**src/inc/msc_pkg.sv**
```systemverilog
// Shared constants and carrier types of the system-control block
package msc_pkg;
  // Register byte offsets
  localparam logic [5:0] CLOCK_MODE_OFS = 6'h00;
  localparam logic [5:0] PORT_A_WAKE_OFS = 6'h04;
  localparam logic [5:0] PORT_B_WAKE_OFS = 6'h08;
  localparam logic [5:0] INT_ENABLE_OFS = 6'h0C;
  localparam logic [5:0] INT_REQUEST_OFS = 6'h10;
  localparam logic [5:0] AUX_CONTROL_OFS = 6'h14;
  localparam logic [5:0] EDGE_SELECT_OFS = 6'h18;
  localparam logic [5:0] TIMER_CTRL_OFS = 6'h1C;
  localparam logic [5:0] TIMER_COUNT_OFS = 6'h20;
  localparam logic [5:0] PIN5_CTRL_OFS = 6'h24;
  localparam logic [5:0] STATUS_OFS = 6'h28;
  // Clock mode register fields
  localparam int CLK_EXT_RST_BIT = 0;
  localparam int CLK_HIGH_EN_BIT = 1;
  localparam int CLK_LOW_EN_BIT = 2;
  localparam int CLK_HIGH_SEL_BIT = 4;
  localparam int CLK_DIV_LSB = 5;
  // Auxiliary control fields
  localparam int AUX_WDT_LSB = 0;
  localparam int AUX_LVR_DIS_BIT = 2;
  localparam int AUX_WDT_EN_BIT = 3;
  localparam int AUX_FAST_WAKE_BIT = 5;
  // Edge select, timer control, pin 5 control, request bits
  localparam int EDGE_FALL_BIT = 0;
  localparam int TMR_EN_BIT = 7;
  localparam int PIN5_OUT_VAL_BIT = 0;
  localparam int PIN5_OUT_MODE_BIT = 1;
  localparam int IRQ_TIMER_BIT = 2;
  // Reset values
  localparam logic [7:0] CLOCK_MODE_RST = 8'h04;
  localparam logic [7:0] AUX_CONTROL_RST = 8'h00;
  localparam logic [7:0] EDGE_SELECT_RST = 8'h00;
  localparam logic [7:0] TIMER_CTRL_RST = 8'h08;
  localparam logic [7:0] PIN5_CTRL_RST = 8'h00;
  // Timing counts in low-speed oscillator periods
  localparam logic [15:0] WAKE_FAST_TICKS = 16'h002D;

  typedef enum logic [1:0] {
    W_IDLE = 2'b00,
    W_COUNT = 2'b01,
    W_DONE = 2'b11
  } msc_wake_e;

  typedef struct packed {
    logic isr_enter;
    logic isr_return;
    logic gie_set;
    logic gie_clear;
    logic wdt_clear;
    logic stop_sys;
    logic stop_exe;
  } msc_cpu_ev_s;

  typedef struct packed {
    logic high_sel;
    logic [2:0] div;
    logic high_en;
    logic low_en;
  } msc_clk_ctl_s;
endpackage : msc_pkg

```
**src/rtl/msc_system_control.sv**
```systemverilog
// System control: clocking, wake-up, interrupt gating, timer, watchdog, LOW_VOLTAGE_RESET
//
// Implementation choices: the address map and register access over Avalon-MM.
module msc_system_control #(
  parameter int WDT_TICKS_0 = 8192,
  parameter int WDT_TICKS_1 = 16384,
  parameter int WDT_TICKS_2 = 65536,
  parameter int WDT_TICKS_3 = 262144,
  parameter int SLOW_WAKE_TICKS = 1024
) (
  input wire logic clk, // 200 MHz system clock
  input wire logic rstn, // Async reset, active low
  input wire logic avs_read, // Avalon read
  input wire logic avs_write, // Avalon write
  input wire logic [5:0] avs_address, // Avalon byte address
  input wire logic [31:0] avs_writedata, // Avalon write data
  output logic [31:0] avs_readdata, // Avalon read data
  output logic avs_waitrequest, // Avalon wait
  input wire msc_pkg::msc_cpu_ev_s cpu_ev, // Core events and sleep levels
  input wire logic low_tick, // One pulse per slow osc period
  input wire logic timer_tick, // Timer count pulse
  input wire logic por_done, // Power-on sequence complete
  input wire logic [7:0] port_a_pins, // Port A pin levels
  input wire logic [7:0] port_b_pins, // Port B pin levels
  input wire logic lvr_trip, // Supply below threshold
  input wire logic [7:0] irq_sources, // Other request pulses
  output msc_pkg::msc_clk_ctl_s clk_ctl, // Clock source control
  output logic port_a_pin5_out, // Pin five output level
  output logic port_a_pin5_oe, // Pin five output enable
  output logic external_reset_req, // Reset from pin five
  output logic lvr_reset, // Low-voltage reset
  output logic wdt_reset, // Watchdog timeout pulse
  output logic wake_resume, // Resume pulse after wake
  output logic int_pending, // Interrupt to core
  output logic cpu_hang // Clock lost by bad switch
);
  localparam int NSYNC = 17;

  typedef struct packed {
    logic ack;
    logic [31:0] rdata;
    logic [7:0] clk_mode;
    logic [7:0] wake_a;
    logic [7:0] wake_b;
    logic [7:0] ier;
    logic [7:0] irq;
    logic [7:0] aux;
    logic [7:0] edge_sel;
    logic [7:0] tmr_ctrl;
    logic [7:0] pin5_ctrl;
    logic [15:0] tmr_cnt;
    logic tmr_prev;
    logic gie;
    logic gie_saved;
    logic hang;
    logic por_seen;
    logic [17:0] wdt_cnt;
    logic wdt_pulse;
    logic [NSYNC-1:0] sy1;
    logic [NSYNC-1:0] sy2;
    logic [NSYNC-1:0] sy3;
    logic [NSYNC-1:0] filt;
    logic [15:0] wake_cnt;
    msc_pkg::msc_wake_e wst;
    logic resume;
    logic ext_rst;
    logic lvr_rst;
  } msc_state_s;

  msc_state_s st;
  msc_state_s next_st;

  logic wr;
  logic in_sleep;
  logic cur_bit;
  logic tmr_evt;
  logic [7:0] wd;
  logic [17:0] wdt_limit;
  logic [15:0] wake_target;
  logic [15:0] pin_change;
  logic wake_start;

  assign avs_waitrequest = (avs_read | avs_write) & ~st.ack;
  assign avs_readdata = st.rdata;
  assign clk_ctl.high_sel = st.clk_mode[msc_pkg::CLK_HIGH_SEL_BIT];
  assign clk_ctl.div = st.clk_mode[msc_pkg::CLK_DIV_LSB +: 3];
  assign clk_ctl.high_en = st.clk_mode[msc_pkg::CLK_HIGH_EN_BIT];
  assign clk_ctl.low_en = st.clk_mode[msc_pkg::CLK_LOW_EN_BIT];
  assign port_a_pin5_out = 1'b0;
  assign port_a_pin5_oe = st.pin5_ctrl[msc_pkg::PIN5_OUT_MODE_BIT] &
    ~st.pin5_ctrl[msc_pkg::PIN5_OUT_VAL_BIT] &
    ~st.clk_mode[msc_pkg::CLK_EXT_RST_BIT];
  assign external_reset_req = st.ext_rst;
  assign lvr_reset = st.lvr_rst;
  assign wdt_reset = st.wdt_pulse;
  assign wake_resume = st.resume;
  assign int_pending = st.gie & |(st.ier & st.irq);
  assign cpu_hang = st.hang;

  always_comb begin
    next_st = st;
    // Write lands at the edge where waitrequest is seen low
    wr = avs_write & st.ack;
    wd = avs_writedata[7:0];
    in_sleep = cpu_ev.stop_sys | cpu_ev.stop_exe;
    next_st.ack = (avs_read | avs_write) & ~st.ack;

    // Three-stage pin sync; a level counts once stages 2 and 3 agree
    next_st.sy1 = {lvr_trip, port_b_pins, port_a_pins};
    next_st.sy2 = st.sy1;
    next_st.sy3 = st.sy2;
    next_st.filt = (~(st.sy2 ^ st.sy3) & st.sy3) |
      ((st.sy2 ^ st.sy3) & st.filt);

    // Read path, captured on the first cycle of a request
    if ((avs_read | avs_write) & ~st.ack) begin
      case (avs_address)
        msc_pkg::CLOCK_MODE_OFS: next_st.rdata = {24'h0, st.clk_mode};
        msc_pkg::PORT_A_WAKE_OFS: next_st.rdata = {24'h0, st.wake_a};
        msc_pkg::PORT_B_WAKE_OFS: next_st.rdata = {24'h0, st.wake_b};
        msc_pkg::INT_ENABLE_OFS: next_st.rdata = {24'h0, st.ier};
        msc_pkg::INT_REQUEST_OFS: next_st.rdata = {24'h0, st.irq};
        msc_pkg::AUX_CONTROL_OFS: next_st.rdata = {24'h0, st.aux};
        msc_pkg::EDGE_SELECT_OFS: next_st.rdata = {24'h0, st.edge_sel};
        msc_pkg::TIMER_CTRL_OFS: next_st.rdata = {24'h0, st.tmr_ctrl};
        msc_pkg::TIMER_COUNT_OFS: next_st.rdata = {16'h0, st.tmr_cnt};
        msc_pkg::PIN5_CTRL_OFS: next_st.rdata = {24'h0, st.pin5_ctrl};
        msc_pkg::STATUS_OFS: next_st.rdata = {26'h0,
          st.wst != msc_pkg::W_IDLE,
          st.lvr_rst, st.por_seen, st.hang, st.gie_saved, st.gie};
        default: next_st.rdata = 32'h0;
      endcase
    end

    if (wr) begin
      case (avs_address)
        msc_pkg::CLOCK_MODE_OFS: begin
          next_st.clk_mode = wd;
          // Slow-to-fast switch that kills the slow osc in one write,
          // or any slow selection with slow osc off, loses the clock
          if (!wd[msc_pkg::CLK_LOW_EN_BIT] &&
              (!wd[msc_pkg::CLK_HIGH_SEL_BIT] ||
               !st.clk_mode[msc_pkg::CLK_HIGH_SEL_BIT])) begin
            next_st.hang = 1'b1;
          end
        end
        msc_pkg::PORT_A_WAKE_OFS: next_st.wake_a = wd;
        msc_pkg::PORT_B_WAKE_OFS: next_st.wake_b = wd;
        msc_pkg::INT_ENABLE_OFS: next_st.ier = wd;
        msc_pkg::AUX_CONTROL_OFS: next_st.aux = wd;
        msc_pkg::EDGE_SELECT_OFS: next_st.edge_sel = wd;
        msc_pkg::TIMER_CTRL_OFS: next_st.tmr_ctrl = wd;
        msc_pkg::PIN5_CTRL_OFS: next_st.pin5_ctrl = wd;
        default: ;
      endcase
    end

    // Timer: registered selected bit compared with current one
    cur_bit = st.tmr_cnt[st.tmr_ctrl[3:0]];
    next_st.tmr_prev = cur_bit;
    if (st.edge_sel[msc_pkg::EDGE_FALL_BIT]) begin
      tmr_evt = st.tmr_prev & ~cur_bit;
    end else begin
      tmr_evt = ~st.tmr_prev & cur_bit;
    end
    if (wr && avs_address == msc_pkg::TIMER_COUNT_OFS) begin
      // Restart: no edge against the old count
      next_st.tmr_cnt = avs_writedata[15:0];
      next_st.tmr_prev = avs_writedata[st.tmr_ctrl[3:0]];
    end else if (timer_tick && st.tmr_ctrl[msc_pkg::TMR_EN_BIT]) begin
      next_st.tmr_cnt = st.tmr_cnt + 16'h0001;
    end

    // Requests: a new event wins over a software clear
    if (wr && avs_address == msc_pkg::INT_REQUEST_OFS) begin
      next_st.irq = wd;
    end
    next_st.irq = next_st.irq | irq_sources |
      (8'(tmr_evt) << msc_pkg::IRQ_TIMER_BIT);

    // Global enable
    if (cpu_ev.isr_enter) begin
      next_st.gie_saved = st.gie;
      next_st.gie = 1'b0;
    end else if (cpu_ev.isr_return) begin
      next_st.gie = st.gie_saved;
    end else if (cpu_ev.gie_set) begin
      next_st.gie = 1'b1;
    end else if (cpu_ev.gie_clear) begin
      next_st.gie = 1'b0;
    end

    // Watchdog
    case (st.aux[msc_pkg::AUX_WDT_LSB +: 2])
      2'b00: wdt_limit = 18'(WDT_TICKS_0 - 1);
      2'b01: wdt_limit = 18'(WDT_TICKS_1 - 1);
      2'b10: wdt_limit = 18'(WDT_TICKS_2 - 1);
      default: wdt_limit = 18'(WDT_TICKS_3 - 1);
    endcase
    next_st.wdt_pulse = 1'b0;
    if (!st.clk_mode[msc_pkg::CLK_LOW_EN_BIT] ||
        !st.aux[msc_pkg::AUX_WDT_EN_BIT]) begin
      next_st.wdt_cnt = st.wdt_cnt;
    end else if (cpu_ev.wdt_clear) begin
      next_st.wdt_cnt = 18'h00000;
    end else if (low_tick) begin
      if (st.wdt_cnt >= wdt_limit) begin
        next_st.wdt_cnt = 18'h00000;
        next_st.wdt_pulse = 1'b1;
      end else begin
        next_st.wdt_cnt = st.wdt_cnt + 18'h00001;
      end
    end

    // Wake-up from sleep
    pin_change = (next_st.filt[15:0] ^ st.filt[15:0]) &
      {st.wake_b, st.wake_a};
    wake_start = in_sleep && |pin_change;
    if (st.aux[msc_pkg::AUX_FAST_WAKE_BIT]) begin
      wake_target = msc_pkg::WAKE_FAST_TICKS;
    end else begin
      wake_target = 16'(SLOW_WAKE_TICKS);
    end
    next_st.resume = 1'b0;
    case (st.wst)
      msc_pkg::W_IDLE: begin
        if (wake_start) begin
          next_st.wst = msc_pkg::W_COUNT;
          next_st.wake_cnt = 16'h0000;
        end
      end
      msc_pkg::W_COUNT: begin
        if (low_tick) begin
          next_st.wake_cnt = st.wake_cnt + 16'h0001;
          if (st.wake_cnt + 16'h0001 >= wake_target) begin
            next_st.wst = msc_pkg::W_DONE;
            next_st.resume = 1'b1;
          end
        end
      end
      msc_pkg::W_DONE: next_st.wst = msc_pkg::W_IDLE;
      default: next_st.wst = msc_pkg::W_IDLE;
    endcase

    // Pin five reset and low-voltage reset
    next_st.ext_rst = st.clk_mode[msc_pkg::CLK_EXT_RST_BIT] &
      ~st.pin5_ctrl[msc_pkg::PIN5_OUT_MODE_BIT] & ~st.filt[5];
    if (por_done) begin
      next_st.por_seen = 1'b1;
    end
    next_st.lvr_rst = st.por_seen & ~st.aux[msc_pkg::AUX_LVR_DIS_BIT] &
      ~in_sleep & st.filt[16];
  end

  // Interrupt enable and request bits keep whatever they hold through reset
  always_ff @(posedge clk or negedge rstn) begin
    if (!rstn) begin
      st.ack <= 1'b0;
      st.rdata <= 32'h0;
      st.clk_mode <= msc_pkg::CLOCK_MODE_RST;
      st.wake_a <= 8'h00;
      st.wake_b <= 8'h00;
      st.aux <= msc_pkg::AUX_CONTROL_RST;
      st.edge_sel <= msc_pkg::EDGE_SELECT_RST;
      st.tmr_ctrl <= msc_pkg::TIMER_CTRL_RST;
      st.pin5_ctrl <= msc_pkg::PIN5_CTRL_RST;
      st.tmr_cnt <= 16'h0000;
      st.tmr_prev <= 1'b0;
      st.gie <= 1'b0;
      st.gie_saved <= 1'b0;
      st.hang <= 1'b0;
      st.por_seen <= 1'b0;
      st.wdt_cnt <= 18'h00000;
      st.wdt_pulse <= 1'b0;
      st.sy1 <= '0;
      st.sy2 <= '0;
      st.sy3 <= '0;
      st.filt <= '0;
      st.wake_cnt <= 16'h0000;
      st.wst <= msc_pkg::W_IDLE;
      st.resume <= 1'b0;
      st.ext_rst <= 1'b0;
      st.lvr_rst <= 1'b0;
    end else begin
      st <= next_st; // ier and irq skip the reset branch
    end
  end
endmodule : msc_system_control

```
**config.mk**
```make
export PLATFORM = sky130hd
export DESIGN_NAME = msc_system_control
export DESIGN_NICKNAME = d
export VERILOG_FILES = /design/src/inc/msc_pkg.sv /design/src/rtl/msc_system_control.sv
export SDC_FILE = /design/constraint.sdc
export NUM_CORES = 1
export LEC_CHECK = 0
export ABC_CLOCK_PERIOD_IN_PS = 2600
export BUFFER_PORTS_ARGS = -buffer_cell sky130_fd_sc_hd__buf_2
export CAP_MARGIN = 20
export CORE_ASPECT_RATIO = 0.7
export CORE_MARGIN = 5
export CORE_UTILIZATION = 45
export DETAILED_ROUTE_END_ITERATION = 12
export HOLD_SLACK_MARGIN = 0.06
export PLACE_DENSITY = 0.68
export SYNTH_ARGS = -nofsm -noshare
export SYNTH_HDL_FRONTEND = slang
export SYNTH_SLANG_ARGS = --single-unit
```
**constraint.sdc**
```tcl
create_clock -name clk -period 2.6 [get_ports clk]
set_input_delay 0.39 -clock clk [delete_from_list [all_inputs] [get_ports clk]]
set_output_delay 0.39 -clock clk [all_outputs]
set_load 0.02 [all_outputs]
```
Word-level counts from Yosys, hierarchy flattened
Index checks and enable logic that the tools add are counted.
{ "totals": {"wordCells": 147, "reg_bits": 234, "inputBits": 77} }
{ "classes": {"magnitude_cmp": 4, "muxes": 28, "bitwise": 34, "n_reduce_logical": 34, "n_addsub": 3, "eq_ne": 16} }
{ "ops": {"columns": ["op", "n"], "rows": [
  ["case mux 16 bit (11 select lines)", 1],
  ["two-way mux 18 bit", 3],
  ["case mux 18 bit (3 select lines)", 1],
  ["two-way mux 19 bit", 2],
  ["AND 17 bit", 2],
  ["adder 16 x 1 -> 16 bit, second input constant", 2],
  ["two-way mux 16 bit", 2],
  ["case mux 16 bit (2 select lines)", 1],
  ["== test 6 x 5 -> 1 bit, second input constant", 4],
  ["adder 18 x 1 -> 18 bit, second input constant", 1],
  ["== test 6 bit, second input constant", 3],
  ["greater-or-equal comparator 18 bit", 1],
  ["NOT 17 bit", 1],
  ["OR 17 bit", 1],
  ["XOR 17 bit", 1],
  ["AND 16 bit", 1],
  ["greater-or-equal comparator 16 bit", 1],
  ["AND reduction 2 bit", 8],
  ["OR reduction 16 bit", 1],
  ["XOR 16 bit", 1],
  ["AND 1 bit", 12],
  ["== test 6 x 4 -> 1 bit, second input constant", 2],
  ["two-way mux 1 bit", 12],
  ["AND reduction 3 bit", 4],
  ["24 further kinds", 51]
]} }

Logic depth before layout (Yosys ltp)
{ "logic_depth": {"word_depth": 10, "ltp_mapped": 9, "depth_no_buf": 8} }

Worst setup path before layout
OpenSTA, ideal clock, no wires.
{ "synth_path": {"path_type": "flip-flop to flip-flop", "startpoint": "register st[7] in the netlist's numbering", "endpoint": "register st[4] in the netlist's numbering", "setup_time_ps": 139, "setup_slack_ps": 512, "synth_period_minus_slack_ps": 2088, "path_buffers": 1, "t_arrival_ps": 1949, "stages_incl_launch_ff": 9, "cell_sequence": "dfrtp_1 > buf_4 > nand3_2 > or2_2 > xnor2_1 > ha_1 > or3_1 > a211oi_1 > o211ai_1"} }
{ "synth_via": {"elab_chain_cells": 4} }
{ "synth_lines": {"columns": ["element", "line", "source"], "rows": [
  ["start: declaration", "msc_system_control.sv:70", "msc_state_s st;"],
  ["adder 16 x 1 -> 16 bit", "msc_system_control.sv:235", "if (st.wake_cnt + 16'h0001 >= wake_target) begin"],
  ["greater-or-equal comparator 16 bit", "msc_system_control.sv:235", null],
  ["!= test 2 bit (no source line)", null, null],
  ["AND reduction 3 bit (no source line)", null, null]
]} }
Every way passes these cells.
A chain may end at the register's enable or synchronous reset.

Worst setup path in the final report
{ "layout_path": {"startpoint": "register st[104] in the netlist's numbering", "endpoint": "register st[107] in the netlist's numbering"} }
{ "layout_via": {"elab_chain_cells": 4, "elab_cells_between_ends": 5} }
{ "layout_lines": {"columns": ["element", "line", "source"], "rows": [
  ["adder 18 x 1 -> 18 bit / greater-or-equal comparator 18 bit (equally long branches)", "msc_system_control.sv:211, msc_system_control.sv:207", null],
  ["two-way mux 18 bit (*)", "msc_system_control.sv:207", "if (st.wdt_cnt >= wdt_limit) begin"],
  ["two-way mux 19 bit (*)", "msc_system_control.sv:206", "end else if (low_tick) begin"],
  ["two-way mux 18 bit (*)", "msc_system_control.sv:204", "end else if (cpu_ev.wdt_clear) begin"]
]} }
Every way passes the cells marked *; elsewhere a longest branch is shown, timed or not. The select of a mux whose other input is x is not followed.

==> key figures <==
Placed design
  • Pre-CTS worst setup slack: 263.4 ps
  • Post-Place Cell Area: 11050 um2
  • Port Buffer Count: 90
  • Cell count after placement: 1256
  • Half-perimeter wire length of the detailed placement result: 17.58 mm
  • Final weighted congestion of routability-driven global placement: 0.9086

Synth
  • Number of cells produced by synthesis: 889
  • Post-Syn Area: between 10000 and 15000 um2
  • Area share of the largest cell type after synthesis: between 40% and 50%
  • Top cell types by occurrence after synthesis: sky130_fd_sc_hd__dfrtp_1, sky130_fd_sc_hd__nand2_1, sky130_fd_sc_hd__mux2_2
  • Post-synthesis register bit count: 218
  • Most area-hungry cell type in the Yosys netlist: sky130_fd_sc_hd__dfrtp_1
  • Main synth FF type: sky130_fd_sc_hd__dfrtp_1
  • Proportion of synthesized flip-flops having asynchronous set or reset: between 90% and 100%
  • Portion of the post-synthesis area used by sequential elements: between 50 and 60%
  • Count of flip-flops with a built-in enable after synthesis: 16
  • Netlist cell types: 72
  • Mean post-synth cell area: approximately 12 um2
  • Most numerous cell in the Yosys netlist: sky130_fd_sc_hd__dfrtp_1
  • Cells taking the most area after synthesis: sky130_fd_sc_hd__dfrtp_1, sky130_fd_sc_hd__mux2_2, sky130_fd_sc_hd__edfxtp_1
  • Synthesis Warnings: 0

Clock tree
  • Buffer cell driving the clock tree root: sky130_fd_sc_hd__clkbuf_16
  • CTS tree: done
  • CTS H-Tree Depth: 1
  • Clock slew seen by the registers of the worst setup and hold paths: 70 ps
  • Bufs on Longest Clock Path: 3
  • Setup fix buffers added after clock tree synthesis: 0
  • TritonCTS Sinks: roughly 220
  • TritonCTS Buffers: 22
  • Clock latency on the worst-skew pair: about 500 ps

STA
  • Worst slew margin: 52.80%
  • Final Hold Slack: 77.30 ps
  • Time the worst path needs with I/O delays and setup: 2298 ps
  • Pin slew with the least headroom to its limit: 708.0 ps
  • Slack of the critical path: 302.4 ps
  • Total setup violations reported at the end of the flow: 0
  • Clock skew after layout: 11.94 ps
  • Ratio of final minimum period to clock period: about nine tenths
  • Final Hold Viols: 0
  • Sum of negative setup slack: 0 ps
  • Setup repair after global routing missed its margin: false
  • Final Slew Violations: 0
  • F_max: 0.4352 GHz

Worst setup path
  • Classification of the worst setup path: reg2reg
  • Data required, critical path: 3010 ps
  • Endpoint kind of the worst setup timing path: register
  • Standard cell with the maximum stage delay on the critical path: sky130_fd_sc_hd__dfrtp_1
  • Type of element launching the critical path: register
  • Arrival time of the worst setup path: 2710 ps
  • CP Max Fanout: 10
  • Ordered cell list for the critical path: ha_1 -> o21a_1 -> o2111ai_1 -> o221ai_4 -> or2_1 -> or3_1 -> o21ai_0
  • Critical path's largest stage delay: ~450 ps

Drt
  • Metal2 WL: about 10 mm
  • First-pass detailed-route iteration total: 6
  • Routed WL: 24.88 mm
  • Number of remaining DRC errors: 0
  • Sum of routed wire segments on met1: 12.14 mm
  • Post-route antenna net violation count: 0
  • Drt wl/cell: 18.92 um
  • DR vias: 7327
  • Top metal layer carrying routed signals: met4
  • Via density per instance: 5.572
  • Met3 WL post-DR: 1.909 mm
  • Initial DRC Count: 551

Layout
  • Total non-filler cell area in the finished layout: 12000 um2
  • Relative area change from synthesis to final layout: 15.09%
  • Diodes inserted: 0
  • Ratio of cells with drive above 1 in the final layout: between 20% and 30%
  • Final layout net count: 1077
  • Fill count: 1972
  • Number of standard cells in the layout, taps in and fillers out: 1315

Global route
  • Total Routing Usage GR: 18.98%
  • Global-route wire length before repair: 39.73 mm
  • Number of global-route vias before repair: 7030
  • Largest net degree at the start of global routing: between 80 and 90
  • Antenna violations before repair: 0
  • Total congestion overflow after global routing: 0

Flow run
  • Max capacitance violation total: 0

Floorplan
  • Die extent in y: 137.3 um
  • # rows: 46
  • Width of the die: around 190 um
  • Core region area: 22730 um2
  • Initial standard-cell utilization of the core: 45.84%
  • Area enclosed by the die boundary: 26350 um2
  • Top Ports: 124

Pwr
  • Peak VDD IR: 0.0004559 V
  • Pwr per Cell Area: 688.5 nW/um2
  • Leakage power: 5.336 nW

Outcome
  • Run status: finished, final reports clean

Min path
  • Hold Crit Class: in2reg
[cells in the final DEF, fill, tap and decap left out, drive strengths merged, types with 15 or more instances in the layout]
cell type and count:
edfxtp 16, a21oi 38, a22oi 15, o21ai 29
dlygate4sd3 19, nor2 62, mux2 59, conb 17
xor2 15, nor3 19, nand2 74, o22ai 18
mux4 21, buf 114, maj3 17, dfrtp 200
nand3 27, nand2b 20, clkbuf 31
[worst max-delay path: cells and delay by family (launching register included)]
kind,cells,cell delay [ps]
compound gates,4,760
fa+ha+maj,1,320
flops,1,450
simple gates,2,670
[through the flow]
stage / total power [W] / util, %
finish: 0.008258 / 52.76
floorplan: 0.004635 / -
global placement: 0.004958 / 48.60
global route: 0.008649 / 52.76
detailed placement: 0.004995 / 48.60
CTS: 0.008338 / 52.76
[cell families (layout without fill, tap and decap cells)]
family / Yosys count / in the layout / share of synthesized area [%]
AOI/OAI and AO/OA: 160 / 160 / 10.18
xor gates and xnor gates: 29 / 29 / 2.437
adders and majority gates: 30 / 30 / 3.193
buffers and inverters: 85 / 183 / 4.934
DFF: 218 / 218 / 53.13
muxes: 94 / 94 / 12.26
other: 1 / 17 / 0.03598
and+or+nand+nor: 272 / 272 / 13.83
[worst paths after layout]
path | start | to | slack (ps) | depth (start not counted)
setup / recovery | st[104] | st[107] | 300 | 7
hold / removal | cpu_ev[0] | lvr_reset | 80 | 2
setup reg to reg | st[104] | st[107] | 300 | 7
hold reg to reg | next_st[67] | next_st[50] | 350 | 0
max in group asynchronous | rstn | st[20] | 1110 | 4
min in group asynchronous | rstn | st[99] | 300 | 2
[final cells by class]
type	instances	area [um2]	share of cell area [%]
Inverter	10	37.54	0.3129
Sequential cell	218	5538	46.17
Clock inverter	9	120.1	1.001
Tap cell	312	390.4	3.254
Multi-Input combinational cell	602	4431	36.94
Timing Repair Buffer	133	843.3	7.030
Clock buffer	31	635.6	5.299
[sequential cells by signal (all words and copies together), names as in the netlist, 6 cells and up, named ones only]
| signal | cells |
|---|---|
| clk_ctl | 6 |
| avs_readdata | 16 |
| next_st | 34 |
| st | 156 |
[report_power, final]
part	internal, W	total [W]	switching (W)	leakage [nW]
registers	0.00368	0.00396	0.000285	2.71
clock network	0.00200	0.00329	0.00129	0.377
logic	0.000458	0.00100	0.000546	2.25
total	0.00614	0.00826	0.00212	5.34
[metal layers]
layer	vias to the layer above	global-route usage, %
li1	3407	-
met1	3646	29.97
met2	240	26.96
met3	34	3.951
met4	0	3.868
met5	-	0
[repair_timing]
action	in CTS	in global routing
hold endpoints to repair	90	0
hold buffers	19	0
gates resized for setup	0	0
Power figures use the tool's default switching activity.
